`config.mk`:
```
export PLATFORM = sky130hd
export DESIGN_NAME = ubgdr_top
export DESIGN_NICKNAME = d
export VERILOG_FILES = /design/src/inc/ubgdr_pkg.sv /design/src/ubgdr_top.sv
export SDC_FILE = /design/constraint.sdc
export NUM_CORES = 1
export LEC_CHECK = 0
export ABC_AREA = 1
export BUFFER_PORTS_ARGS = -buffer_cell sky130_fd_sc_hd__buf_2
export CORE_AREA = 2 2 140 142
export CTS_BUF_LIST = sky130_fd_sc_hd__clkbuf_4 sky130_fd_sc_hd__clkbuf_8
export DETAILED_ROUTE_END_ITERATION = 7
export DIE_AREA = 0 0 142 144
export PLACE_DENSITY = 0.62
export SLEW_MARGIN = 20
export SYNTH_ARGS = -nofsm -noshare
export SYNTH_HDL_FRONTEND = slang
export SYNTH_SLANG_ARGS = --single-unit
```
`constraint.sdc`:
```
create_clock -name mclk_i -period 6.59 [get_ports mclk_i]
set_input_delay 0.9885 -clock mclk_i [delete_from_list [all_inputs] [get_ports mclk_i]]
set_output_delay 0.9885 -clock mclk_i [all_outputs]
set_load 0.01 [all_outputs]
```
`src/inc/ubgdr_pkg.sv`:
```
package ubgdr_pkg;

    // ------------------------------------------------------------
    // register offsets
    // ------------------------------------------------------------
    localparam logic [7:0] OFS_STATUS = 8'h50;
    localparam logic [7:0] OFS_CHAR   = 8'h51;
    localparam logic [7:0] OFS_BAUD   = 8'h52;
    localparam logic [7:0] OFS_CTRL1  = 8'h53;
    localparam logic [7:0] OFS_CTRL2  = 8'h54;
    localparam logic [7:0] OFS_ERX    = 8'h55;
    localparam logic [7:0] OFS_ETX    = 8'h57;
    localparam logic [7:0] OFS_EVT    = 8'h58;
    localparam logic [7:0] OFS_MASK   = 8'h59;

    // ------------------------------------------------------------
    // reset values
    // ------------------------------------------------------------
    localparam logic [7:0] RST_STATUS = 8'hc0;
    localparam logic [7:0] RST_BAUD   = 8'h00;
    localparam logic [7:0] RST_CTRL   = 8'h00;
    localparam logic [7:0] RST_EXT    = 8'h00;
    localparam logic [7:0] RST_ZERO   = 8'h00;

    // ------------------------------------------------------------
    // field positions
    // ------------------------------------------------------------
    localparam int ST_TDRE = 7;
    localparam int ST_TC   = 6;
    localparam int ST_RDRF = 5;
    localparam int ST_IDLE = 4;
    localparam int ST_OVR  = 3;
    localparam int ST_NF   = 2;
    localparam int ST_FE   = 1;
    localparam int ST_PE   = 0;
    localparam int BAUD_PRE_HI = 7;
    localparam int BAUD_PRE_LO = 6;
    localparam int BAUD_TXD_HI = 5;
    localparam int BAUD_TXD_LO = 3;
    localparam int BAUD_RXD_HI = 2;
    localparam int BAUD_RXD_LO = 0;
    localparam int CTRL1_STOP  = 5;
    localparam int EV_TXE  = 0;
    localparam int EV_TC   = 1;
    localparam int EV_RXF  = 2;
    localparam int EV_OVR  = 3;
    localparam int EV_IDLE = 4;
    localparam int EV_W    = 5;

    // ------------------------------------------------------------
    // baud generator constants
    // ------------------------------------------------------------
    localparam logic [1:0] PRE_CODE_1  = 2'h0;
    localparam logic [1:0] PRE_CODE_3  = 2'h1;
    localparam logic [1:0] PRE_CODE_4  = 2'h2;
    localparam logic [3:0] PRE_LAST_1  = 4'h0;
    localparam logic [3:0] PRE_LAST_3  = 4'h2;
    localparam logic [3:0] PRE_LAST_4  = 4'h3;
    localparam logic [3:0] PRE_LAST_13 = 4'hc;
    localparam logic [3:0] DIV16_LAST  = 4'hf;
    localparam logic [7:0] DIV_ONE     = 8'h01;

    typedef enum logic [0:0] {
        SEQ_IDLE  = 1'b0,
        SEQ_ARMED = 1'b1
    } ubgdr_seq_t;

    typedef struct packed {
        logic [7:0] data;
        logic       noise;
        logic       framing;
        logic       parity;
    } ubgdr_rx_t;

endpackage

```
`src/ubgdr_top.sv`:
```
`timescale 1ns/1ps
module ubgdr_top (
    input  wire logic                mclk_i,
    input  wire logic                arst_n_i,
    input  wire logic [7:0]          addr_i,
    input  wire logic [7:0]          wdata_i,
    input  wire logic                wr_i,
    input  wire logic                rd_i,
    output logic      [7:0]          rdata_o,
    input  wire logic                tx_shift_empty_i,
    output logic      [7:0]          tx_data_o,
    output logic                     tx_load_o,
    input  wire logic                tx_done_i,
    input  wire logic                rx_valid_i,
    input  wire ubgdr_pkg::ubgdr_rx_t rx_word_i,
    input  wire logic                rx_idle_i,
    output logic                     tx_rate_tick_o,
    output logic                     rx_rate_tick_o,
    output logic                     irq_o
);

    // ------------------------------------------------------------
    // register decode
    // ------------------------------------------------------------
    logic [7:0]            status_reg;
    logic [7:0]            baud_reg;
    logic [7:0]            ctrl1_reg;
    logic [7:0]            ctrl2_reg;
    logic [7:0]            erx_reg;
    logic [7:0]            etx_reg;
    logic [7:0]            thr_reg;
    logic [7:0]            rhr_reg;
    logic [7:0]            rdata_reg;
    logic [ubgdr_pkg::EV_W-1:0] evt_reg;
    logic [ubgdr_pkg::EV_W-1:0] evt_next;
    logic [ubgdr_pkg::EV_W-1:0] mask_reg;
    logic                  irq_reg;
    logic                  tx_load_reg;
    logic [7:0]            tx_data_reg;
    logic                  idle_arm_reg;
    ubgdr_pkg::ubgdr_seq_t seq_reg;

    logic status_acc;
    logic char_wr;
    logic char_rd;
    logic rx_clr;
    logic tc_clr;
    logic rx_take;
    logic rx_over;
    logic idle_set;
    logic tx_load_next;

    assign status_acc = (rd_i || wr_i) && (addr_i == ubgdr_pkg::OFS_STATUS);
    assign char_wr    = wr_i && (addr_i == ubgdr_pkg::OFS_CHAR);
    assign char_rd    = rd_i && (addr_i == ubgdr_pkg::OFS_CHAR);
    assign rx_clr     = char_rd && (seq_reg == ubgdr_pkg::SEQ_ARMED);
    assign tc_clr     = char_wr && (seq_reg == ubgdr_pkg::SEQ_ARMED);
    // a byte arriving while software drains the old one is not an overrun
    assign rx_take    = rx_valid_i && (!status_reg[ubgdr_pkg::ST_RDRF] || rx_clr);
    assign rx_over    = rx_valid_i && !rx_take;
    assign idle_set   = rx_idle_i && idle_arm_reg;
    assign tx_load_next = !status_reg[ubgdr_pkg::ST_TDRE] && tx_shift_empty_i && !tx_load_reg;

    // ------------------------------------------------------------
    // clear sequence tracker
    // ------------------------------------------------------------
    always_ff @(posedge mclk_i or negedge arst_n_i) begin
        if (!arst_n_i) begin
            seq_reg <= ubgdr_pkg::SEQ_IDLE;
        end else if (status_acc) begin
            seq_reg <= ubgdr_pkg::SEQ_ARMED;
        end else if (char_wr || char_rd) begin
            seq_reg <= ubgdr_pkg::SEQ_IDLE;
        end
    end

    // ------------------------------------------------------------
    // software registers
    // ------------------------------------------------------------
    always_ff @(posedge mclk_i or negedge arst_n_i) begin
        if (!arst_n_i) begin
            baud_reg  <= ubgdr_pkg::RST_BAUD;
            ctrl1_reg <= ubgdr_pkg::RST_CTRL;
            ctrl2_reg <= ubgdr_pkg::RST_CTRL;
            erx_reg   <= ubgdr_pkg::RST_EXT;
            etx_reg   <= ubgdr_pkg::RST_EXT;
            mask_reg  <= '0;
        end else if (wr_i) begin
            case (addr_i)
                ubgdr_pkg::OFS_BAUD:  baud_reg  <= wdata_i;
                ubgdr_pkg::OFS_CTRL1: ctrl1_reg <= wdata_i;
                ubgdr_pkg::OFS_CTRL2: ctrl2_reg <= wdata_i;
                ubgdr_pkg::OFS_ERX:   erx_reg   <= wdata_i;
                ubgdr_pkg::OFS_ETX:   etx_reg   <= wdata_i;
                ubgdr_pkg::OFS_MASK:  mask_reg  <= wdata_i[ubgdr_pkg::EV_W-1:0];
                default: begin
                end
            endcase
        end
    end

    always_ff @(posedge mclk_i or negedge arst_n_i) begin
        if (!arst_n_i) begin
            rdata_reg <= ubgdr_pkg::RST_ZERO;
        end else if (rd_i) begin
            case (addr_i)
                ubgdr_pkg::OFS_STATUS: rdata_reg <= status_reg;
                ubgdr_pkg::OFS_CHAR:   rdata_reg <= rhr_reg;
                ubgdr_pkg::OFS_BAUD:   rdata_reg <= baud_reg;
                ubgdr_pkg::OFS_CTRL1:  rdata_reg <= ctrl1_reg;
                ubgdr_pkg::OFS_CTRL2:  rdata_reg <= ctrl2_reg;
                ubgdr_pkg::OFS_ERX:    rdata_reg <= erx_reg;
                ubgdr_pkg::OFS_ETX:    rdata_reg <= etx_reg;
                ubgdr_pkg::OFS_EVT:    rdata_reg <= 8'(evt_reg);
                ubgdr_pkg::OFS_MASK:   rdata_reg <= 8'(mask_reg);
                default:               rdata_reg <= ubgdr_pkg::RST_ZERO;
            endcase
        end
    end
    assign rdata_o = rdata_reg;

    // ------------------------------------------------------------
    // transmit path
    // ------------------------------------------------------------
    always_ff @(posedge mclk_i or negedge arst_n_i) begin
        if (!arst_n_i) begin
            thr_reg     <= ubgdr_pkg::RST_ZERO;
            tx_data_reg <= ubgdr_pkg::RST_ZERO;
            tx_load_reg <= 1'b0;
        end else begin
            if (char_wr) begin
                thr_reg <= wdata_i;
            end
            tx_load_reg <= tx_load_next;
            if (tx_load_next) begin
                tx_data_reg <= thr_reg;
            end
        end
    end
    assign tx_data_o = tx_data_reg;
    assign tx_load_o = tx_load_reg;

    // ------------------------------------------------------------
    // receive holding register
    // ------------------------------------------------------------
    // on overrun the held byte is kept and the shift register is lost
    always_ff @(posedge mclk_i or negedge arst_n_i) begin
        if (!arst_n_i) begin
            rhr_reg <= ubgdr_pkg::RST_ZERO;
        end else if (rx_take) begin
            rhr_reg <= rx_word_i.data;
        end
    end

    always_ff @(posedge mclk_i or negedge arst_n_i) begin
        if (!arst_n_i) begin
            idle_arm_reg <= 1'b0;
        end else if (rx_take) begin
            idle_arm_reg <= 1'b1;
        end else if (idle_set) begin
            idle_arm_reg <= 1'b0;
        end
    end

    // ------------------------------------------------------------
    // status flags, hardware set wins over the clear sequence; for TDRE a character write wins over the set
    // ------------------------------------------------------------
    always_ff @(posedge mclk_i or negedge arst_n_i) begin
        if (!arst_n_i) begin
            status_reg <= ubgdr_pkg::RST_STATUS;
        end else begin
            if (char_wr) begin
                status_reg[ubgdr_pkg::ST_TDRE] <= 1'b0;
            end else if (tx_load_reg) begin
                status_reg[ubgdr_pkg::ST_TDRE] <= 1'b1;
            end
            if (tx_done_i) begin
                status_reg[ubgdr_pkg::ST_TC] <= 1'b1;
            end else if (tc_clr) begin
                status_reg[ubgdr_pkg::ST_TC] <= 1'b0;
            end
            if (rx_take) begin
                status_reg[ubgdr_pkg::ST_RDRF] <= 1'b1;
                status_reg[ubgdr_pkg::ST_NF]   <= rx_word_i.noise;
                status_reg[ubgdr_pkg::ST_FE]   <= rx_word_i.framing;
                status_reg[ubgdr_pkg::ST_PE]   <= rx_word_i.parity;
            end else if (rx_clr) begin
                status_reg[ubgdr_pkg::ST_RDRF] <= 1'b0;
                status_reg[ubgdr_pkg::ST_NF]   <= 1'b0;
                status_reg[ubgdr_pkg::ST_FE]   <= 1'b0;
                status_reg[ubgdr_pkg::ST_PE]   <= 1'b0;
            end
            if (rx_over) begin
                status_reg[ubgdr_pkg::ST_OVR] <= 1'b1;
            end else if (rx_clr) begin
                status_reg[ubgdr_pkg::ST_OVR] <= 1'b0;
            end
            if (idle_set) begin
                status_reg[ubgdr_pkg::ST_IDLE] <= 1'b1;
            end else if (rx_clr) begin
                status_reg[ubgdr_pkg::ST_IDLE] <= 1'b0;
            end
        end
    end

    // ------------------------------------------------------------
    // interrupt events, cleared by reading them
    // ------------------------------------------------------------
    always_comb begin
        evt_next = evt_reg;
        if (rd_i && (addr_i == ubgdr_pkg::OFS_EVT)) begin
            evt_next = '0;
        end
        evt_next[ubgdr_pkg::EV_TXE]  = evt_next[ubgdr_pkg::EV_TXE] | tx_load_reg;
        evt_next[ubgdr_pkg::EV_TC]   = evt_next[ubgdr_pkg::EV_TC] | tx_done_i;
        evt_next[ubgdr_pkg::EV_RXF]  = evt_next[ubgdr_pkg::EV_RXF] | rx_take;
        evt_next[ubgdr_pkg::EV_OVR]  = evt_next[ubgdr_pkg::EV_OVR] | rx_over;
        evt_next[ubgdr_pkg::EV_IDLE] = evt_next[ubgdr_pkg::EV_IDLE] | idle_set;
    end

    always_ff @(posedge mclk_i or negedge arst_n_i) begin
        if (!arst_n_i) begin
            evt_reg <= '0;
            irq_reg <= 1'b0;
        end else begin
            evt_reg <= evt_next;
            irq_reg <= |(evt_next & mask_reg);
        end
    end
    assign irq_o = irq_reg;

    // ------------------------------------------------------------
    // shared prescaler and divide-by-16 stage
    // ------------------------------------------------------------
    logic [3:0] pre_cnt_reg;
    logic [3:0] pre_last;
    logic [3:0] d16_cnt_reg;
    logic       run;
    logic       pre_tick;
    logic       d16_tick;

    // stop bit freezes every counter to save power
    assign run = !ctrl1_reg[ubgdr_pkg::CTRL1_STOP];

    always_comb begin
        case (baud_reg[ubgdr_pkg::BAUD_PRE_HI:ubgdr_pkg::BAUD_PRE_LO])
            ubgdr_pkg::PRE_CODE_1: pre_last = ubgdr_pkg::PRE_LAST_1;
            ubgdr_pkg::PRE_CODE_3: pre_last = ubgdr_pkg::PRE_LAST_3;
            ubgdr_pkg::PRE_CODE_4: pre_last = ubgdr_pkg::PRE_LAST_4;
            default:               pre_last = ubgdr_pkg::PRE_LAST_13;
        endcase
    end

    assign pre_tick = run && (pre_cnt_reg >= pre_last);
    assign d16_tick = run && (d16_cnt_reg == ubgdr_pkg::DIV16_LAST);

    always_ff @(posedge mclk_i or negedge arst_n_i) begin
        if (!arst_n_i) begin
            pre_cnt_reg <= '0;
        end else if (pre_tick) begin
            pre_cnt_reg <= '0;
        end else if (run) begin
            pre_cnt_reg <= pre_cnt_reg + 4'h1;
        end
    end

    always_ff @(posedge mclk_i or negedge arst_n_i) begin
        if (!arst_n_i) begin
            d16_cnt_reg <= '0;
        end else if (run) begin
            d16_cnt_reg <= d16_cnt_reg + 4'h1;
        end
    end

    // ------------------------------------------------------------
    // per-direction rate generators: index 0 transmit, 1 receive
    // ------------------------------------------------------------
    logic [1:0] rate_tick;
    logic [2:0] div_code [2];
    logic [7:0] ext_val  [2];

    assign div_code[0] = baud_reg[ubgdr_pkg::BAUD_TXD_HI:ubgdr_pkg::BAUD_TXD_LO];
    assign div_code[1] = baud_reg[ubgdr_pkg::BAUD_RXD_HI:ubgdr_pkg::BAUD_RXD_LO];
    assign ext_val[0]  = etx_reg;
    assign ext_val[1]  = erx_reg;

    for (genvar g = 0; g < 2; g++) begin : g_rate
        logic [6:0] div_cnt_reg;
        logic [6:0] div_last;
        logic [7:0] ext_cnt_reg;
        logic       conv_tick;
        logic       ext_tick;
        logic       tick_reg;

        assign div_last  = 7'((ubgdr_pkg::DIV_ONE << div_code[g]) - ubgdr_pkg::DIV_ONE);
        assign conv_tick = pre_tick && (div_cnt_reg >= div_last);
        assign ext_tick  = d16_tick && (ext_cnt_reg >= ext_val[g] - ubgdr_pkg::DIV_ONE);

        always_ff @(posedge mclk_i or negedge arst_n_i) begin
            if (!arst_n_i) begin
                div_cnt_reg <= '0;
            end else if (conv_tick) begin
                div_cnt_reg <= '0;
            end else if (pre_tick) begin
                div_cnt_reg <= div_cnt_reg + 7'h01;
            end
        end

        always_ff @(posedge mclk_i or negedge arst_n_i) begin
            if (!arst_n_i) begin
                ext_cnt_reg <= '0;
            end else if (ext_tick) begin
                ext_cnt_reg <= '0;
            end else if (d16_tick) begin
                ext_cnt_reg <= ext_cnt_reg + ubgdr_pkg::DIV_ONE;
            end
        end

        always_ff @(posedge mclk_i or negedge arst_n_i) begin
            if (!arst_n_i) begin
                tick_reg <= 1'b0;
            end else if (ext_val[g] != ubgdr_pkg::RST_ZERO) begin
                tick_reg <= ext_tick;
            end else begin
                tick_reg <= conv_tick;
            end
        end
        assign rate_tick[g] = tick_reg;
    end

    assign tx_rate_tick_o = rate_tick[0];
    assign rx_rate_tick_o = rate_tick[1];

    // ------------------------------------------------------------
    // checks
    // ------------------------------------------------------------
    AST_CHAR_READ_RHR: assert property (@(posedge mclk_i) disable iff (!arst_n_i)
        char_rd |=> rdata_o == $past(rhr_reg))
        else $error("character read did not return receive byte");

    AST_CHAR_WRITE_THR: assert property (@(posedge mclk_i) disable iff (!arst_n_i)
        char_wr |=> thr_reg == $past(wdata_i) && (rhr_reg == $past(rhr_reg) || $past(rx_take)))
        else $error("character write disturbed the wrong holding register");

    AST_TX_HANDOFF: assert property (@(posedge mclk_i) disable iff (!arst_n_i)
        $rose(tx_load_o) |-> tx_data_o == $past(thr_reg) ##1 status_reg[ubgdr_pkg::ST_TDRE] || $past(char_wr))
        else $error("transmit byte not handed to shift register");

    AST_RX_LOAD: assert property (@(posedge mclk_i) disable iff (!arst_n_i)
        rx_valid_i && !status_reg[ubgdr_pkg::ST_RDRF] |=>
            rhr_reg == $past(rx_word_i.data) && status_reg[ubgdr_pkg::ST_RDRF])
        else $error("receive byte not loaded");

    // helper: cycles since the last prescaler tick, trusted only once a tick follows the last baud change
    logic [3:0] pre_gap_reg;
    logic       pre_ref_reg;
    always_ff @(posedge mclk_i or negedge arst_n_i) begin
        if (!arst_n_i) begin
            pre_gap_reg <= '0;
            pre_ref_reg <= 1'b0;
        end else if (!run || (wr_i && addr_i == ubgdr_pkg::OFS_BAUD)) begin
            pre_gap_reg <= '0;
            pre_ref_reg <= 1'b0;
        end else if (pre_tick) begin
            pre_gap_reg <= '0;
            pre_ref_reg <= 1'b1;
        end else begin
            pre_gap_reg <= pre_gap_reg + 4'h1;
        end
    end

    AST_PRE_DIV13: assert property (@(posedge mclk_i) disable iff (!arst_n_i)
        pre_tick && pre_last == ubgdr_pkg::PRE_LAST_13 && pre_ref_reg |-> pre_gap_reg == ubgdr_pkg::PRE_LAST_13)
        else $error("prescaler period wrong for divide by 13");

    AST_PRE_NO_EARLY: assert property (@(posedge mclk_i) disable iff (!arst_n_i)
        pre_tick && pre_last == ubgdr_pkg::PRE_LAST_3 ##1 $stable(baud_reg) |-> !pre_tick)
        else $error("prescaler ticked early");

    AST_EXT_PRIORITY: assert property (@(posedge mclk_i) disable iff (!arst_n_i)
        erx_reg != ubgdr_pkg::RST_ZERO && !g_rate[1].ext_tick |=> !rx_rate_tick_o)
        else $error("receive tick without extended divider");

    AST_CONV_TX: assert property (@(posedge mclk_i) disable iff (!arst_n_i)
        etx_reg == ubgdr_pkg::RST_ZERO && g_rate[0].conv_tick |=> tx_rate_tick_o)
        else $error("transmit tick missing in conventional mode");

    AST_RX_CLEAR_SEQ: assert property (@(posedge mclk_i) disable iff (!arst_n_i)
        $fell(status_reg[ubgdr_pkg::ST_RDRF]) |-> $past(char_rd) && $past(seq_reg) == ubgdr_pkg::SEQ_ARMED)
        else $error("receive flag cleared without the sequence");

    AST_TC_CLEAR_SEQ: assert property (@(posedge mclk_i) disable iff (!arst_n_i)
        status_reg[ubgdr_pkg::ST_TC] && tc_clr && !tx_done_i |=> !status_reg[ubgdr_pkg::ST_TC])
        else $error("complete flag not cleared by sequence");

    AST_TC_HOLD: assert property (@(posedge mclk_i) disable iff (!arst_n_i)
        $fell(status_reg[ubgdr_pkg::ST_TC]) |-> $past(tc_clr))
        else $error("complete flag fell without sequence");

endmodule // ubgdr_top

```
==> results.json, run 1 <==
{
  "timing.max_cap.violations": 0,
  "synth.area.mux_share_pct": 0,
  "arrival_ps": 3020,
  "synthesis.nets": 994,
  "cts_setup_buffers": 0,
  "placed_cells": 1184,
  "synth_top_family_by_area": "simple AND/OR/NAND/NOR gates",
  "io_buffers": 54,
  "wirelength_um": 17600,
  "finalClockSkew_ps": 10.5,
  "grt_usage_pct": 18.5,
  "startpoint_type": "flip-flop",
  "die_area_sq_um": 20400,
  "worst_path_most_repeated_cell": "o21ai_0",
  "cp_slowest_cell": "dfrtp_1",
  "largest_reg_flops": 16,
  "clock.fmax_ghz": 0.372,
  "worstHoldStart": "tx_data_o[7]",
  "ys_seq_area_share_pct": 44.8,
  "num_vias": 6085,
  "postPlaceCellArea_sq_um": 7940,
  "use_met1_pct": 25.1,
  "netlist_area_sq_um": 7490,
  "finalCriticalPeriod_ps": 2680,
  "yosysMostFrequentCell": "nand2_1",
  "async_flop_share_pct": 100,
  "clock_sinks": 134,
  "ant_nets": 0,
  "yosys_warnings": 0,
  "drive_gt1_share_pct": 14.0,
  "die_y_um": 144,
  "netlist_instances": 911,
  "finalSetupViolCount": 0,
  "hold_path_end": "tx_data_o[7]",
  "globalRouteOverflowTotal": 0,
  "via_per_inst": 5.00,
  "die_w_um": 142,
  "dp_hpwl_um": 12800,
  "first_pass_iters": 5,
  "r2r_start": "baud_reg[5]",
  "numCtsBuffers": 17,
  "hold_depth": 2,
  "dp_slack_ps": 3710,
  "ctsResizeCount": 0,
  "slew_viol_final": 0,
  "synth_top_area_share_pct": 44.1,
  "n_fill_cell": 1907,
  "hold_buffers": 0,
  "synthTopCellsByArea": "dfrtp_1 44%, nand2_1 14%, ha_1 8.0%, nand3_1 6.3%, o21ai_0 4.4%",
  "start_util_pct": 39.3,
  "finalCritPeriodShare_pct": 40.7,
  "clk_latency_ps": 450,
  "report.power.total_mw": 2.13,
  "final_hold_viol_count": 0,
  "fp.coreArea_sq_um": 19100,
  "cp_data_required_time_ps": 6930,
  "crit_type": "reg -> reg",
  "synth_fa_ha_area_share_pct": 8.02,
  "insertedDiodeCount": 0,
  "clk_pin_slew_ps": 80,
  "fin_cells": 1216,
  "slew_headroom_pct": 50.7,
  "ys_types": 37,
  "r2r_end": "tx_rate_tick_o",
  "rrSetupSlack_ps": 3910,
  "synthTopCellsByCount": "278 x nand2_1, 132 x dfrtp_1, 94 x nand3_1",
  "cts_tree": "built",
  "busiest_layer": "met2",
  "hold_ws_ps": 480,
  "final_util_pct": 43.6,
  "antenna_found_initial": 0,
  "finalWorstSetupSlack_ps": 3910,
  "cp_cell_sequence": "inv_1 -> nand2_1 -> ha_1 -> o21ai_0 -> o21ai_0 -> o21ai_0 -> ha_1 -> inv_1 -> nor3_1 -> nand4_1 -> nand3_1 -> nand2_1 -> o21ai_0",
  "drc_errors": 0,
  "reg2regPathDepth": 13,
  "worst_pin_slew_ps": 740,
  "synthFlopType": "dfrtp_1",
  "rsz0062_at_grt": "false",
  "post_drt_wl_per_cell_um": 14.5,
  "io-pin-count": 55,
  "end_kind": "flip-flop",
  "crit_path_max_incr_delay_ps": 410,
  "area_growth_pct": 11.0,
  "status": "completed",
  "hold_path_class": "reg -> reg",
  "synth-edff-count": 0,
  "first_global_vias": 5888,
  "fin_tns_setup_ps": 0,
  "synthSimpleGateAreaFrac_pct": 28.8,
  "drt_iter0_markers": 461,
  "design_area_sq_um": 8310,
  "ir_worst_vdd_uv": 155,
  "cp_max_fo": 7,
  "grt_max_degree": 80,
  "synth-xor-area-share_pct": 4.33,
  "h-tree-depth": 4,
  "synth-compound-area-share_pct": 8.55,
  "syn_avg_cell_area_sq_um": 8.22,
  "met2_usage_pct": 28.6,
  "yosysTopAreaCell": "dfrtp_1",
  "yosys_register_bits": 134,
  "power.leakage_nw": 4.34,
  "nNetsFinal": 1048,
  "place_congestion": 0.893,
  "cts_max_path_buffers": 2,
  "powerDensity_nw_per_um2": 257,
  "use_met3_pct": 4.21,
  "cts-root-buf": "clkbuf_8",
  "rows": 51,
  "grt_pass1_wl_um": 29700
}
[worst max path at each step]
stage | cells past startpoint | from | endpoint
global route | 13 | baud_reg[5] | tx_rate_tick_o
CTS | 13 | baud_reg[5] | tx_rate_tick_o
detailed placement | 10 | addr_i[7] | irq_o
finish | 13 | baud_reg[5] | tx_rate_tick_o
global placement | 10 | addr_i[7] | irq_o
floorplan | 13 | baud_reg[5] | g_rate[0].div_cnt_reg[3]
[report_power, final]
part           total [mW]  switching [mW]  internal [mW]
combinational       0.452           0.282          0.170
clock               0.657           0.347          0.311
sequential           1.02          0.0989          0.925
total                2.13           0.728           1.41
[worst max-delay path, delay by kind of cell, from the launching register on]
family / cells / cell delay, ps
simple gates: 5 / 770
compound gates: 4 / 650
fa+ha+maj: 2 / 530
flops: 1 / 410
buf+inv: 2 / 210
[cell usage in the layout (no fill, tap or decap), types with 2 or more instances in the layout]
| master | netlist | layout |
|---|---|---|
| clkbuf_4 | 0 | 2 |
| nor2_1 | 54 | 54 |
| a21oi_1 | 23 | 23 |
| buf_2 | 11 | 53 |
| clkbuf_8 | 0 | 17 |
| xor2_1 | 29 | 29 |
| o21bai_1 | 3 | 3 |
| nand3_4 | 4 | 4 |
| nor2_4 | 3 | 3 |
| o21ai_2 | 8 | 8 |
| nand2_2 | 13 | 13 |
| nand2_1 | 278 | 278 |
| ha_1 | 48 | 48 |
| nand3_1 | 94 | 94 |
| clkinv_4 | 0 | 2 |
| nor2_2 | 5 | 5 |
| o21ai_1 | 13 | 13 |
| dfstp_2 | 2 | 2 |
| inv_1 | 62 | 62 |
| o21ai_0 | 66 | 66 |
| xnor2_1 | 8 | 8 |
| inv_2 | 9 | 9 |
| inv_6 | 0 | 4 |
| nor3_1 | 4 | 4 |
| nand4_1 | 16 | 16 |
| clkinvlp_4 | 0 | 5 |
| o21a_1 | 4 | 4 |
| dfrtp_1 | 132 | 132 |
| nand3b_1 | 5 | 5 |
[cells by family (layout without fill, tap and decap cells)]
group / after synthesis / after routing
buffers and inverters: 93 / 160
adders and majority gates: 48 / 48
DFF: 134 / 134
xor gates and xnor gates: 37 / 37
and+or+nand+nor: 481 / 481
AOI/OAI and AO/OA: 118 / 118
[metal layers]
metal	part of all wire, %	up-vias
met5	0	-
met4	3.3	0
met3	3.8	37
met2	45	113
met1	48	2845
li1	-	3090
[area by class of cell]
cell class | instances | area, sq um | area share, %
Clock buffer | 19 | 249 | 2.99
Clock inverter | 13 | 125 | 1.50
Inverter | 73 | 277 | 3.33
Multi-Input combinational cell | 684 | 3730 | 44.8
Sequential cell | 134 | 3360 | 40.4
Tap cell | 238 | 298 | 3.58
Timing Repair Buffer | 55 | 284 | 3.42
Power figures use the tool's default switching activity.
==> run 2, diff against run 1 <==
==> constraint.sdc (replaced) <==
create_clock -name mclk_i -period 2.7 [get_ports mclk_i]
set_input_delay 0.405 -clock mclk_i [delete_from_list [all_inputs] [get_ports mclk_i]]
set_output_delay 0.405 -clock mclk_i [all_outputs]
set_load 0.01 [all_outputs]
==> results.json, run 2 (synthesized netlist as in run 1, its figures left out) <==
{
  "status": "completed",
  "io-pin-count": 55,
  "worst_pin_slew_ps": 639,
  "num_vias": 6112,
  "finalCritPeriodShare_pct": 90.0,
  "arrival_ps": 2770,
  "h-tree-depth": 4,
  "rows": 51,
  "r2r_end": "g_rate[0].div_cnt_reg[3]",
  "reg2regPathDepth": 14,
  "cts_tree": "built",
  "hold_depth": 2,
  "worst-path-buf-inv": 2,
  "dp_hpwl_um": 13100,
  "report.power.total_mw": 5.26,
  "cp_cell_sequence": "inv_1 -> nand2_1 -> ha_1 -> o21ai_0 -> o21ai_0 -> o21ai_0 -> ha_1 -> inv_1 -> nor3_2 -> nand4_1 -> nand3_1 -> nand2_2 -> nand3b_1 -> nand2_1",
  "n_fill_cell": 1874,
  "io_buffers": 54,
  "finalWorstSetupSlack_ps": 271,
  "fp.coreArea_sq_um": 19100,
  "cts-root-buf": "clkbuf_8",
  "r2r_start": "baud_reg[5]",
  "clock.fmax_ghz": 0.412,
  "globalRouteOverflowTotal": 0,
  "cp_max_fo": 7,
  "worst_path_most_repeated_cell": "o21ai_0",
  "final_common_cell": "nand2_1",
  "first_global_vias": 5799,
  "end_kind": "flip-flop",
  "dp_slack_ps": 159,
  "cts_max_path_buffers": 2,
  "die_area_sq_um": 20400,
  "crit_path_max_incr_delay_ps": 390,
  "start_util_pct": 39.3,
  "drc_errors": 0,
  "slew_viol_final": 0,
  "finalSetupViolCount": 0,
  "via_per_inst": 4.99,
  "largest_reg_flops": 16,
  "finalClockSkew_ps": 13.8,
  "wirelength_um": 17900,
  "cp-startpoint": "baud_reg[5]",
  "die_y_um": 144,
  "numCtsBuffers": 17,
  "slew_headroom_pct": 57.4,
  "hold_path_class": "in -> reg",
  "ir_worst_vdd_uv": 350,
  "powerDensity_nw_per_um2": 625,
  "drive_gt1_share_pct": 15.0,
  "place_congestion": 0.865,
  "hold_path_end": "idle_arm_reg",
  "die_w_um": 142,
  "final_hold_viol_count": 0,
  "grt_max_degree": 66,
  "worstHoldStart": "rx_idle_i",
  "area_growth_pct": 12.4,
  "crit_type": "reg -> reg",
  "cp_slowest_cell": "dfrtp_1",
  "grt_usage_pct": 18.7,
  "cp_data_required_time_ps": 3040,
  "post_drt_wl_per_cell_um": 14.6,
  "clk_latency_ps": 450,
  "final_cell_mix": "276 x nand2_1, 132 x dfrtp_1, 94 x nand3_1",
  "startpoint_type": "flip-flop",
  "drt_iter0_markers": 425,
  "nNetsFinal": 1057,
  "rrSetupSlack_ps": 270,
  "clk_pin_slew_ps": 80,
  "timing.max_cap.violations": 0,
  "ant_nets": 0,
  "antenna_found_initial": 0,
  "insertedDiodeCount": 0,
  "first_pass_iters": 7,
  "power.leakage_nw": 4.41,
  "clock_sinks": 134,
  "critPathTopFamily": "simple AND/OR/NAND/NOR gates",
  "grt_pass1_wl_um": 30000,
  "finalCriticalPeriod_ps": 2430
}
## run 2: cell types whose count changed in the layout (fill, tap and decap cells not counted), sizes merged
cell         delta
buf             +8
clkbuf          +1
clkinv          +2
clkinvlp        -4
dlygate4sd3     +1
inv             +1
## run 2: layout make-up
type / count / area [sq um] / share of cell area [%]
clock inverter: 12 / 118 / 1.40
sequential: 134 / 3360 / 39.9
tap: 238 / 298 / 3.54
timing repair buffer: 64 / 367 / 4.35
clock buffer: 20 / 269 / 3.20
inverter: 73 / 277 / 3.28
multi-input combinational: 684 / 3740 / 44.4
## run 2: stage by stage
| step | std cells | hold WS, ps | instance area, sq um | setup TNS, ps | util [%] |
|---|---|---|---|---|---|
| floorplan | 911 | 109 | 7490 | 0 | - |
| global placement | 1191 | 453 | 8010 | 0 | 42.0 |
| detailed placement | 1191 | 462 | 8010 | 0 | 42.0 |
| CTS | 1224 | 127 | 8400 | 0 | 44.0 |
| global route | 1225 | 161 | 8420 | -87.5 | 44.1 |
| finish | 1225 | 144 | 8420 | 0 | 44.1 |
## run 2: worst max path at each step
stage	end	slack (ps)	cells after the start
6_report	g_rate[0].div_cnt_reg[3]	270	14
5_1_grt	g_rate[1].div_cnt_reg[3]	-20	14
4_1_cts	g_rate[0].div_cnt_reg[3]	140	14
3_5_place_dp	g_rate[0].div_cnt_reg[4]	160	14
3_3_place_gp	g_rate[0].div_cnt_reg[3]	320	14
2_1_floorplan	g_rate[0].div_cnt_reg[3]	540	13
## run 2: layer usage
metal,GRT usage [%],vias up,part of all wire (%)
met4,6.37,0,1.7
met3,2.98,21,3.2
met1,25.8,2850,48
met5,0,-,0
li1,-,3121,-
met2,30.2,120,47
## run 2: where the power goes
group | switching, mW | leakage [nW] | internal (mW) | total, mW
Sequential | 0.235 | 1.77 | 2.26 | 2.49
Clock | 0.856 | 0.198 | 0.803 | 1.66
Combinational | 0.682 | 2.44 | 0.428 | 1.11
## run 2: what timing repair did
item / CTS / global route
resized for setup: 0 / 3
endpoints found under the hold margin: 62 / 0
hold buffers: 1 / 0
setup endpoints to repair: 0 / 12
buffers inserted: 0 / 1
## run 2: worst register-to-register path, delay by kind of cell, from the launching register on
family,cells,cell delay (ps)
flip-flops,1,390
buffers and inverters,2,190
AND/OR/NAND/NOR,7,830
adder cells (fa/ha/maj),2,530
AO/OA/AOI/OAI,3,380
==> run 3, diff against run 2 <==
--- a/config.mk
+++ b/config.mk
@@ -5,13 +5,12 @@
 export SDC_FILE = /design/constraint.sdc
 export NUM_CORES = 1
 export LEC_CHECK = 0
-export ABC_AREA = 1
 export BUFFER_PORTS_ARGS = -buffer_cell sky130_fd_sc_hd__buf_2
-export CORE_AREA = 2 2 140 142
+export CORE_AREA = 2 2 138 140
 export CTS_BUF_LIST = sky130_fd_sc_hd__clkbuf_4 sky130_fd_sc_hd__clkbuf_8
 export DETAILED_ROUTE_END_ITERATION = 7
-export DIE_AREA = 0 0 142 144
-export PLACE_DENSITY = 0.62
+export DIE_AREA = 0 0 140 142
+export PLACE_DENSITY = 0.63
 export SLEW_MARGIN = 20
 export SYNTH_ARGS = -nofsm -noshare
 export SYNTH_HDL_FRONTEND = slang
==> constraint.sdc (replaced) <==
create_clock -name mclk_i -period 2.5 [get_ports mclk_i]
set_input_delay 0.375 -clock mclk_i [delete_from_list [all_inputs] [get_ports mclk_i]]
set_output_delay 0.375 -clock mclk_i [all_outputs]
set_load 0.01 [all_outputs]
==> results.json, run 3 <==
{
  "rsz0062_at_grt": "true",
  "startpoint_type": "flip-flop",
  "fp.coreArea_sq_um": 18500,
  "die_area_sq_um": 19900,
  "clock.fmax_ghz": 0.399,
  "globalRouteOverflowTotal": 0,
  "largest_reg_flops": 16,
  "yosysTopAreaCell": "dfrtp_1",
  "via_per_inst": 5.44,
  "io_buffers": 54,
  "ys_types": 62,
  "synthTopCellsByArea": "dfrtp_1 45%, mux2_2 11%, ha_1 8.2%, nand2_1 2.9%, o21ai_0 2.7%",
  "synth_top_area_share_pct": 45.3,
  "cts_max_path_buffers": 2,
  "async_flop_share_pct": 100,
  "yosys_register_bits": 134,
  "clock_sinks": 134,
  "finalSetupViolCount": 1,
  "postPlaceCellArea_sq_um": 8190,
  "end_kind": "flip-flop",
  "violations": "setup timing",
  "crit_type": "reg -> reg",
  "hold_path_class": "in -> reg",
  "rows": 50,
  "insertedDiodeCount": 0,
  "start_util_pct": 39.5,
  "yosysMostFrequentCell": "dfrtp_1",
  "report.power.total_mw": 6.43,
  "drive_gt1_share_pct": 34.7,
  "ir_worst_vdd_uv": 339,
  "worst_pin_slew_ps": 549,
  "arrival_ps": 2910,
  "syn_avg_cell_area_sq_um": 10.8,
  "cp_max_fo": 4,
  "placed_cells": 984,
  "ant_nets": 0,
  "cts-root-buf": "clkbuf_8",
  "io-pin-count": 55,
  "design_area_sq_um": 8910,
  "synthFlopType": "dfrtp_1",
  "n_fill_cell": 1666,
  "synthTopCellsByCount": "132 x dfrtp_1, 74 x mux2_2, 56 x nand2_1",
  "clk_pin_slew_ps": 100,
  "h-tree-depth": 4,
  "place_congestion": 0.892,
  "powerDensity_nw_per_um2": 721,
  "final_common_cell": "dfrtp_1",
  "final_cell_mix": "132 x dfrtp_1, 74 x mux2_2, 54 x nand2_1",
  "numCtsBuffers": 17,
  "slew_viol_final": 0,
  "clk_latency_ps": 470,
  "drt_iter0_markers": 294,
  "cp_cell_sequence": "or3_4 -> ha_4 -> nor3_4 -> a21oi_2 -> o21a_1 -> ha_1 -> o21ai_1 -> nand2b_1 -> a31oi_4 -> buf_4 -> a21o_1 -> a22o_1",
  "ys_seq_area_share_pct": 46.0,
  "synth-edff-count": 0,
  "finalCritPeriodShare_pct": 100,
  "first_pass_iters": 4,
  "netlist_area_sq_um": 7290,
  "antenna_found_initial": 0,
  "finalClockSkew_ps": 17.3,
  "slew_headroom_pct": 63.4,
  "netlist_instances": 675,
  "cts_tree": "built",
  "yosys_warnings": 0,
  "drc_errors": 0,
  "num_vias": 5591,
  "timing.max_cap.violations": 0,
  "final_hold_viol_count": 0,
  "area_growth_pct": 22.3,
  "grt_usage_pct": 18.2,
  "synthesis.nets": 758,
  "dp_hpwl_um": 12600,
  "grt_max_degree": 56,
  "grt_pass1_wl_um": 28400,
  "fin_tns_setup_ps": -5.52,
  "cp_slowest_cell": "or3_4",
  "fin_cells": 1027,
  "crit_path_max_incr_delay_ps": 410,
  "die_w_um": 140,
  "power.leakage_nw": 4.15,
  "cp_data_required_time_ps": 2900,
  "post_drt_wl_per_cell_um": 17.1,
  "die_y_um": 142,
  "status": "finished with violations",
  "finalCriticalPeriod_ps": 2510,
  "nNetsFinal": 863,
  "first_global_vias": 5429,
  "finalWorstSetupSlack_ps": -5.52,
  "wirelength_um": 17600
}
## run 3: cell types whose count changed after synthesis, sizes merged, moves of 12 or more
cell / change
clkbuf: +15
nor2: -35
inv: -38
nand2: -233
nand2b: +12
nand4: -14
o21ai: -46
mux2: +74
xor2: -23
nand3: -66
a22o: +15
## run 3: final cells by class
cell class / count / area (sq um) / share of cell area (%)
Inverter: 34 / 128 / 1.43
Timing Repair Buffer: 110 / 743 / 8.34
Tap cell: 234 / 293 / 3.28
Clock buffer: 17 / 234 / 2.62
Multi-Input combinational cell: 483 / 3980 / 44.7
Sequential cell: 134 / 3360 / 37.6
Clock inverter: 15 / 180 / 2.02
## run 3: power by group
part / internal, mW / total, mW / switching (mW)
Combinational: 0.963 / 1.94 / 0.980
Sequential: 2.41 / 2.63 / 0.221
Clock: 0.767 / 1.86 / 1.09
Total: 4.14 / 6.43 / 2.29
## run 3: repair_timing
item,in CTS,in global routing
resized for setup,1,52
hold endpoints to repair,52,0
setup buffers,2,10
hold buffers,1,0
pin swaps,9,27
endpoints found under the setup margin,10,30
## run 3: final timing paths
path | startpoint | endpoint | slack (ps) | depth (start not counted)
max | baud_reg[2] | g_rate[1].div_cnt_reg[4] | -6 | 12
min | tx_done_i | status_reg[6] | 120 | 2
max reg2reg | baud_reg[2] | g_rate[1].div_cnt_reg[4] | -6 | 12
min reg2reg | d16_cnt_reg[2] | d16_cnt_reg[2] | 470 | 1
max in group asynchronous | arst_n_i | status_reg[6] | 1310 | 3
min in group asynchronous | arst_n_i | g_rate[1].ext_cnt_reg[7] | 440 | 2
## run 3: kinds of logic after synthesis
kind of cell / Yosys count / synth area share (%)
mux: 87 / 14.1
flops: 134 / 46.0
buf+inv: 58 / 3.18
xor+xnor: 21 / 2.52
compound gates: 138 / 12.6
simple gates: 189 / 13.4
fa+ha+maj: 48 / 8.24
## run 3: worst max-delay path, delay by kind of cell, from the launching register on
family	cells	cell delay, ps
flip-flops	1	380
adder cells (fa/ha/maj)	2	450
AO/OA/AOI/OAI	6	820
AND/OR/NAND/NOR	3	620
buffers and inverters	1	170
## run 3: layer usage
layer	vias to the layer above	track usage [%]	wire length (um)
met2	115	30.0	8520
met1	2794	24.3	8000
met4	0	5.53	257
met5	-	0	0
li1	2657	-	-
met3	25	3.70	773
## run 3: metrics by stage
stage | setup slack, ps | hold slack, ps | util (%)
2_1_floorplan | -42.2 | 79.4 | -
3_3_place_gp | 1.78 | 389 | 44.4
3_5_place_dp | -61.4 | 389 | 44.4
4_1_cts | -43.7 | 101 | 46.8
5_1_grt | -120 | 114 | 48.3
6_report | -5.52 | 119 | 48.3
